## src/rtl/sbda_pkg.sv

```systemverilog
// Constants and types shared by the system bus and DMA arbiter.
// Assumes a 40 MHz system clock; all other bus clocks divide from it.
package sbda_pkg;

  // ---------------------------------------------------------------
  // Clock derivation
  // ---------------------------------------------------------------
  localparam int REF_HZ = 40_000_000;
  localparam int CPU16_HZ = 8_000_000;
  localparam int CPU8_HZ = 6_000_000;
  localparam int DMA_HZ = 4_000_000;
  localparam int DIV_CPU16 = REF_HZ / CPU16_HZ;
  localparam int DIV_CPU8 = REF_HZ / CPU8_HZ;
  localparam int DIV_DMA = REF_HZ / DMA_HZ;

  // ---------------------------------------------------------------
  // Widths and counts
  // ---------------------------------------------------------------
  localparam int BANK_W = 4;
  localparam int LOC_W = 16;
  localparam int SYS_W = 20;
  localparam int BYTE_W = 8;
  localparam int NUM_SPARE = 4;
  localparam int NUM_BANKS = 4;
  localparam int DIV_CNT_W = 4;
  localparam logic [1:0] FLOPPY_STRETCH = 2'h2;
  localparam logic [1:0] STRETCH_DONE = 2'h0;
  localparam logic [1:0] STRETCH_STEP = 2'h1;
  localparam logic [2:0] SEL_CPU8_BANK = 3'h4;

  // ---------------------------------------------------------------
  // Bus ownership states
  // ---------------------------------------------------------------
  typedef enum logic [2:0] {
    OWN_CPU16,
    OWN_CPU8,
    SWAP_TO8,
    SWAP_TO16,
    DMA_WAIT,
    OWN_DMA
  } sbda_own_t;

  typedef struct packed {
    sbda_own_t own;
    sbda_own_t prev;
    logic run16;
    logic run8;
    logic hold_ack;
    logic master_drv;
    logic sys_drv;
    logic xfer_en;
    logic io_en;
    logic cas_dreq;
    logic [NUM_SPARE-1:0] spare_dreq;
    logic [BYTE_W-1:0] hi;
    logic [BANK_W-1:0] cpu8_bank;
    logic [NUM_BANKS-1:0][BANK_W-1:0] dma_bank;
    logic [SYS_W-1:0] addr;
    logic [1:0] stretch;
    logic rdy16;
    logic rdy_dma;
    logic clk16;
    logic clk8;
    logic clkd;
  } sbda_st_t;

  localparam sbda_st_t ST_RST = '0;

endpackage

```

## src/rtl/sbda_div_if.sv

```systemverilog
// Divided clock level and its rising-edge tick.
// Driven by one divider, read by the arbiter.
`timescale 1ns/100ps
interface sbda_div_if;
  logic clk_lvl;
  logic rise;
  modport src (output clk_lvl, output rise);
  modport snk (input clk_lvl, input rise);
endinterface

```

## src/rtl/sbda_clkdiv.sv

```systemverilog
// Integer clock divider for one bus clock.
// Assumes DIV of at least 2 and at most 16.
`timescale 1ns/100ps
module sbda_clkdiv
  import sbda_pkg::*;
#(
  parameter int DIV = 2
) (
  input wire logic clk_sys_in,
  input wire logic nrst_in,
  sbda_div_if.src div_out
);

  typedef struct packed {
    logic [DIV_CNT_W-1:0] cnt;
    logic lvl;
    logic rise;
  } sbda_div_st_t;

  localparam logic [DIV_CNT_W-1:0] LAST = DIV_CNT_W'(DIV - 1);
  localparam logic [DIV_CNT_W-1:0] HALF = DIV_CNT_W'(DIV / 2);
  localparam logic [DIV_CNT_W-1:0] ONE = DIV_CNT_W'(1);

  sbda_div_st_t div_r;
  sbda_div_st_t div_nxt;

  always_comb begin
    div_nxt = div_r;
    if (div_r.cnt == LAST) begin
      div_nxt.cnt = '0;
    end else begin
      div_nxt.cnt = div_r.cnt + ONE;
    end
    div_nxt.lvl = (div_nxt.cnt < HALF);
    div_nxt.rise = (div_nxt.cnt == '0);
  end

  always_ff @(posedge clk_sys_in) begin
    if (!nrst_in) begin
      div_r <= '0;
    end else begin
      div_r <= div_nxt;
    end
  end

  assign div_out.clk_lvl = div_r.lvl;
  assign div_out.rise = div_r.rise;

endmodule

```

## src/rtl/sbda_top.sv

```systemverilog
// System bus ownership arbiter with DMA cascade, bank extension,
// bus clock generation and DMA ready stretching.
// Assumes all inputs synchronous to clk_sys_in; address decode is outside.
`timescale 1ns/100ps
module sbda_top
  import sbda_pkg::*;
(
  input wire logic clk_sys_in,
  input wire logic nrst_in,
  input wire logic cpu16_idle_in,
  input wire logic cpu16_handover_sel_in,
  input wire logic [SYS_W-1:0] cpu16_addr_in,
  input wire logic cpu8_idle_in,
  input wire logic cpu8_io_req_in,
  input wire logic [LOC_W-1:0] cpu8_addr_in,
  input wire logic irq_in,
  input wire logic master_hold_req_in,
  input wire logic slave_hold_req_in,
  input wire logic cascade_dack_in,
  input wire logic [NUM_SPARE-1:0] spare_dack_in,
  input wire logic [NUM_SPARE-1:0] spare_passive_in,
  input wire logic [NUM_SPARE-1:0] offboard_req_in,
  input wire logic dma_high_address_strobe_in,
  input wire logic [BYTE_W-1:0] dma_data_in,
  input wire logic [BYTE_W-1:0] dma_addr_lo_in,
  input wire logic [1:0] dma_chan_in,
  input wire logic dma_refresh_in,
  input wire logic bank_wr_in,
  input wire logic [2:0] bank_sel_in,
  input wire logic [BANK_W-1:0] bank_data_in,
  input wire logic slow_io_in,
  input wire logic bus_wait_extend_in,
  input wire logic floppy_cycle_in,
  output logic cpu16_run_out,
  output logic cpu8_run_out,
  output logic master_hold_ack_out,
  output logic master_drive_en_out,
  output logic sys_drive_en_out,
  output logic data_xfer_en_out,
  output logic onboard_io_en_out,
  output logic cascade_dreq_out,
  output logic [NUM_SPARE-1:0] spare_dreq_out,
  output logic [SYS_W-1:0] sys_addr_out,
  output logic cpu16_ready_out,
  output logic dma_ready_out,
  output logic cpu16_clk_out,
  output logic cpu8_clk_out,
  output logic dma_clk_out
);

  // ---------------------------------------------------------------
  // Bus clock dividers
  // ---------------------------------------------------------------
  sbda_div_if div16_if ();
  sbda_div_if div8_if ();
  sbda_div_if divd_if ();

  sbda_clkdiv #(.DIV(DIV_CPU16)) u_div16 (
    .clk_sys_in(clk_sys_in),
    .nrst_in(nrst_in),
    .div_out(div16_if)
  );
  sbda_clkdiv #(.DIV(DIV_CPU8)) u_div8 (
    .clk_sys_in(clk_sys_in),
    .nrst_in(nrst_in),
    .div_out(div8_if)
  );
  sbda_clkdiv #(.DIV(DIV_DMA)) u_divd (
    .clk_sys_in(clk_sys_in),
    .nrst_in(nrst_in),
    .div_out(divd_if)
  );

  // ---------------------------------------------------------------
  // State
  // ---------------------------------------------------------------
  sbda_st_t st_r;
  sbda_st_t st_nxt;
  logic passive_grant;
  logic dma_own;

  always_comb begin
    st_nxt = st_r;
    passive_grant = |(spare_dack_in & spare_passive_in);

    // Ownership sequencing, hold request checked first
    unique case (st_r.own)
      OWN_CPU16: begin
        if (master_hold_req_in) begin
          st_nxt.prev = OWN_CPU16;
          st_nxt.own = DMA_WAIT;
        end else if (cpu16_handover_sel_in) begin
          st_nxt.own = SWAP_TO8;
        end
      end
      OWN_CPU8: begin
        if (master_hold_req_in) begin
          st_nxt.prev = OWN_CPU8;
          st_nxt.own = DMA_WAIT;
        end else if (cpu8_io_req_in || irq_in) begin
          st_nxt.own = SWAP_TO16;
        end
      end
      SWAP_TO8: begin
        if (master_hold_req_in) begin
          st_nxt.prev = OWN_CPU8;
          st_nxt.own = DMA_WAIT;
        end else if (cpu16_idle_in) begin
          st_nxt.own = OWN_CPU8;
        end
      end
      SWAP_TO16: begin
        if (master_hold_req_in) begin
          st_nxt.prev = OWN_CPU16;
          st_nxt.own = DMA_WAIT;
        end else if (cpu8_idle_in) begin
          st_nxt.own = OWN_CPU16;
        end
      end
      DMA_WAIT: begin
        if (!master_hold_req_in) begin
          st_nxt.own = st_r.prev;
        end else if (cpu16_idle_in && cpu8_idle_in) begin
          st_nxt.own = OWN_DMA;
        end
      end
      OWN_DMA: begin
        if (!master_hold_req_in) begin
          st_nxt.own = st_r.prev;
        end
      end
      default: begin
        st_nxt.own = OWN_CPU16;
      end
    endcase

    dma_own = (st_nxt.own == OWN_DMA);
    st_nxt.run16 = (st_nxt.own == OWN_CPU16);
    st_nxt.run8 = (st_nxt.own == OWN_CPU8);
    st_nxt.hold_ack = dma_own;
    st_nxt.master_drv = dma_own && !cascade_dack_in;
    st_nxt.sys_drv = (st_nxt.run16 || st_nxt.run8 || dma_own)
      && !(dma_own && passive_grant);
    st_nxt.xfer_en = !(dma_own && dma_refresh_in);
    st_nxt.io_en = !(dma_own && passive_grant);

    // Request paths into the DMA controllers
    st_nxt.cas_dreq = slave_hold_req_in;
    st_nxt.spare_dreq = offboard_req_in;

    // High address byte latch
    if (dma_high_address_strobe_in) begin
      st_nxt.hi = dma_data_in;
    end

    // Bank registers
    if (bank_wr_in) begin
      if (bank_sel_in == SEL_CPU8_BANK) begin
        st_nxt.cpu8_bank = bank_data_in;
      end else if (bank_sel_in < SEL_CPU8_BANK) begin
        st_nxt.dma_bank[bank_sel_in[1:0]] = bank_data_in;
      end
    end

    // System address by owner
    unique case (st_nxt.own)
      OWN_CPU16: st_nxt.addr = cpu16_addr_in;
      OWN_CPU8: st_nxt.addr = {st_r.cpu8_bank, cpu8_addr_in};
      OWN_DMA: st_nxt.addr = {st_r.dma_bank[dma_chan_in], st_r.hi,
        dma_addr_lo_in};
      default: st_nxt.addr = st_r.addr;
    endcase

    // Floppy stretch counter: 2, 1, 0 on DMA clock edges
    if (floppy_cycle_in && st_r.stretch == STRETCH_DONE) begin
      st_nxt.stretch = FLOPPY_STRETCH;
    end else if (st_r.stretch != STRETCH_DONE && divd_if.rise) begin
      st_nxt.stretch = st_r.stretch - STRETCH_STEP;
    end

    st_nxt.rdy16 = !slow_io_in;
    st_nxt.rdy_dma = (st_nxt.stretch == STRETCH_DONE) && !slow_io_in
      && !bus_wait_extend_in;

    st_nxt.clk16 = div16_if.clk_lvl;
    st_nxt.clk8 = div8_if.clk_lvl;
    st_nxt.clkd = divd_if.clk_lvl;
  end

  always_ff @(posedge clk_sys_in) begin
    if (!nrst_in) begin
      st_r <= ST_RST;
    end else begin
      st_r <= st_nxt;
    end
  end

  // ---------------------------------------------------------------
  // Outputs
  // ---------------------------------------------------------------
  assign cpu16_run_out = st_r.run16;
  assign cpu8_run_out = st_r.run8;
  assign master_hold_ack_out = st_r.hold_ack;
  assign master_drive_en_out = st_r.master_drv;
  assign sys_drive_en_out = st_r.sys_drv;
  assign data_xfer_en_out = st_r.xfer_en;
  assign onboard_io_en_out = st_r.io_en;
  assign cascade_dreq_out = st_r.cas_dreq;
  assign spare_dreq_out = st_r.spare_dreq;
  assign sys_addr_out = st_r.addr;
  assign cpu16_ready_out = st_r.rdy16;
  assign dma_ready_out = st_r.rdy_dma;
  assign cpu16_clk_out = st_r.clk16;
  assign cpu8_clk_out = st_r.clk8;
  assign dma_clk_out = st_r.clkd;

  // Expected owner after DMA, tracked from the ports
  logic last16_r;
  always_ff @(posedge clk_sys_in) begin
    if (!nrst_in) begin
      last16_r <= 1'b1;
    end else if (cpu16_run_out) begin
      last16_r <= !(cpu16_handover_sel_in && !master_hold_req_in);
    end else if (cpu8_run_out) begin
      last16_r <= (cpu8_io_req_in || irq_in) && !master_hold_req_in;
    end
  end
endmodule

```

## config.mk

```make
export PLATFORM = sky130hd
export DESIGN_NAME = sbda_top
export DESIGN_NICKNAME = d
export VERILOG_FILES = /design/src/rtl/sbda_pkg.sv /design/src/rtl/sbda_div_if.sv /design/src/rtl/sbda_clkdiv.sv /design/src/rtl/sbda_top.sv
export SDC_FILE = /design/constraint.sdc
export NUM_CORES = 1
export LEC_CHECK = 0
export ABC_AREA = 1
export BUFFER_PORTS_ARGS = -buffer_cell sky130_fd_sc_hd__buf_2
export CELL_PAD_IN_SITES_DETAIL_PLACEMENT = 2
export CELL_PAD_IN_SITES_GLOBAL_PLACEMENT = 2
export CORE_MARGIN = 3
export CORE_UTILIZATION = 30
export DETAILED_ROUTE_END_ITERATION = 10
export PLACE_DENSITY = 0.95
export SLEW_MARGIN = 20
export SYNTH_ARGS = -nofsm -noshare
export SYNTH_HDL_FRONTEND = slang
export SYNTH_SLANG_ARGS = --single-unit
```

## constraint.sdc

```tcl
create_clock -name clk_sys_in -period 2.8 [get_ports clk_sys_in]
set_input_delay 0.28 -clock clk_sys_in [delete_from_list [all_inputs] [get_ports clk_sys_in]]
set_output_delay 0.28 -clock clk_sys_in [all_outputs]
set_load 0.02 [all_outputs]
```

==> run_results.csv <==
group,metric,value,unit
global_routing,grt_remaining_overflow,0,
clock_tree,cts_tree,"done",
clock_tree,htree_levels,3,
power_and_ir_drop,p_total,3.13,mW
sta,timing_hold_violations_final,0,
drt,wire_per_inst,16.5,µm
power_and_ir_drop,p_clk_frac,0.364,
clock_tree,clock_latency,0.35,ns
finish,areaGrowthSynthToFinish,19.3,%
synthesis,synth-xor-area-share,0.00410,
critical_path,required,3.04,ns
floorplanning,rows,42,
finish,antenna_cells,0,
finish,seqCellArea,1740,µm²
flow_run,maxCapViolCount,0,
synthesis,synthMuxAreaShare,0,
sta,clock_skew,0.00590,ns
synthesis,yosys_warnings,0,
clock_tree,clk_pin_slew,0.07,ns
clock_tree,holdBufCountCts,0,
floorplanning,die-height,125,µm
finish,final_cell_mix,"buf_2, inv_1, nand2_1, dfxtp_1, nor2_1",
hold_path,min_path_type,"primary input to register",
sta,grt_setup_unrepaired,"false",
drt,wl,14600,µm
sta,max_freq,441,MHz
synthesis,syn_avg_cell_area,6.93,µm²
drt,wl_met3,641,µm
placed_design,dp_hpwl,10700,µm
sta,fin_setup_tns,0,ns
power_and_ir_drop,pwr-share-comb,0.196,
drt,top_layer,"met4",
sta,slew_viol_final,0,
floorplanning,core-area,13600,µm²
synthesis,ys_ff_latch,87,
drt,wl_met1,6000,µm
critical_path,cp_slowest_cell,"dfxtp_1",
global_routing,grt_max_degree,64,
critical_path,path_class,"register to register",
power_and_ir_drop,switching_power,993,µW
power_and_ir_drop,vdd_drop_max,0.347,mV
finish,final_common_cell,"buf_2",
finish,n_fill_cell,1671,
placed_design,place_inst,865,
finish,fin_cells,881,
drt,viasPerCell,4.95,
critical_path,arrival,2.50,ns
global_routing,grt_pass1_wl,24000,µm
power_and_ir_drop,cellLeakagePower,2.63,nW
power_and_ir_drop,intPower,2.14,mW
clock_tree,cts_resized,0,
placed_design,portBuffers,125,
critical_path,startpoint_type,"register",
critical_path,crit_fanout,42,
sta,finalCritPeriodShare,0.809,
floorplanning,io_pins,126,
run_status,status,"finished clean",
drt,wl_met2,7610,µm
clock_tree,cts_sinks,87,
critical_path,cpMostUsedCell,"nand2_1",
synthesis,synthSimpleGateAreaFrac,0.284,
power_and_ir_drop,swShare,0.317,
synthesis,synth_top_family_by_area,"simple AND/OR/NAND/NOR gates",
floorplanning,die_area,15700,µm²
global_routing,grt_pass1_vias,4858,
synthesis,synth.distinct_cells,35,
synthesis,synthCells,616,
critical_path,crit_path_cell_trace,"nor2_2, nand2_1, nand4_2, nand2_4, inv_1, nand2_1, inv_1, nand2_1, nand2_1",
global_routing,globalRouteTotalUtil,0.187,
placed_design,pre_cts_ws,0.609,ns
sta,fin_crit,2.27,ns
clock_tree,cts-root-buf,"clkbuf_16",
sta,relSlewSlack,0.476,
clock_tree,cts_buffers,9,
critical_path,max_stage_delay,0.53,ns
critical_path,timing.rr.start,"st_r[71]$_SDFF_PN0_",
finish,nNetsFinal,792,
drt,drt_iter0_markers,177,
sta,finalSetupViolations,0,
placed_design,gp_congestion,0.773,
critical_path,crit_start,"st_r[71]$_SDFF_PN0_",
sta,worstMarginPinSlew,0.785,ns
clock_tree,cts_setup_buffers,0,
power_and_ir_drop,seqPwrFrac,0.440,
clock_tree,ctsLongestPathBuffers,2,
critical_path,end_kind,"register",
finish,multi_input_area,1760,µm²
synthesis,synthAdderAreaFrac,0.00879,
floorplanning,dieWidth,125,µm
drt,antenna_left,0,
global_routing,antenna_found_initial,0,
drt,firstDrtPassIters,4,
synthesis,syn_area,4270,µm²
synthesis,synth_compound_area_frac,0.113,
synthesis,syn_nets,708,
floorplanning,start_util,0.315,
hold_path,worstHoldStart,"bus_wait_extend_in",
power_and_ir_drop,power_density,616,nW/µm²
sta,fin_ws,0.534,ns
drt,vias,4362,
finish,layout-drive-gt1-share,0.224,
finish,final_core_util,0.376,
synthesis,ys_seq_area_frac,0.408,
drt,drc,0,
[cell families after synthesis]
family | count (synthesis)
AND/OR/NAND/NOR | 261
buffers and inverters | 173
AO/OA/AOI/OAI | 90
flip-flops | 87
adder cells (fa/ha/maj) | 3
XOR/XNOR | 2
[critical path: cells and delay by family, from the launching register on]
kind	cells	cell delay, ns
buffers and inverters	2	0.22
flip-flops	1	0.53
AND/OR/NAND/NOR	7	1.37
[path summary, 6_finish.rpt]
path / end / slack, ns / cells past startpoint
max: sys_drive_en_out$_SDFF_PN0_ / 0.53 / 9
min: dma_ready_out$_SDFF_PN0_ / 0.09 / 2
max reg2reg: sys_drive_en_out$_SDFF_PN0_ / 0.53 / 9
min reg2reg: cpu8_clk_out$_SDFF_PN0_ / 0.41 / 2
[registers in the layout (all words and copies together) (netlist names), 4 cells and up]
register,cells
spare_dreq_out,4
st_r,34
sys_addr_out,20
u_div16.div_r,4
u_div8.div_r,4
u_divd.div_r,4
[power by group through the flow]
stage	registers (mW)	logic, mW	clock network (mW)
final	1.38	0.613	1.14
after floorplan	1.40	0.439	0
after global placement	1.40	0.569	0
after CTS	1.38	0.623	1.18
after detailed placement	1.41	0.612	0
after global routing	1.39	0.691	1.24
[synthesized netlist by cell type (all sizes together)]
library cell    n  area [µm²]
buf            46         303
nand3          49         250
a21oi          22         114
nor2           67         270
nand2          90         348
dfxtp          87        1740
nor3b           2        15.0
a221oi          1        8.76
nand4          41         263
xor2            2        17.5
nand3b          1        7.51
clkinv         11        41.3
o21bai          1        11.3
a21boi          1        7.51
clkbuf         11        41.3
ha              3        37.5
inv           105         394
o211ai          5        37.5
o21ai          59         295
a211oi          1        7.51
or2             1        6.26
nor4            1        6.26
nor3            9        45.0
[area by class of cell]
type,count,share of cell area
tap,176,0.0433
multi-input combinational,356,0.345
clock inverter,6,0.00909
sequential,87,0.342
inverter,116,0.0855
timing repair buffer,130,0.130
clock buffer,10,0.0450
[layer usage]
| metal | global-route usage | vias up |
|---|---|---|
| met4 | 0.0689 | 0 |
| met5 | 0 | - |
| met1 | 0.219 | 2111 |
| met2 | 0.343 | 128 |
| li1 | - | 2103 |
| met3 | 0.0320 | 20 |
[per-stage QoR]
step           hold WS, ns  area (µm²)
6_report            0.0883        5090
4_1_cts             0.0746        5090
3_5_place_dp         0.411        4820
5_1_grt             0.0749        5090
2_1_floorplan        0.352        4270
3_3_place_gp         0.403        4820
No activity file was read; power rests on OpenSTA's default activity.
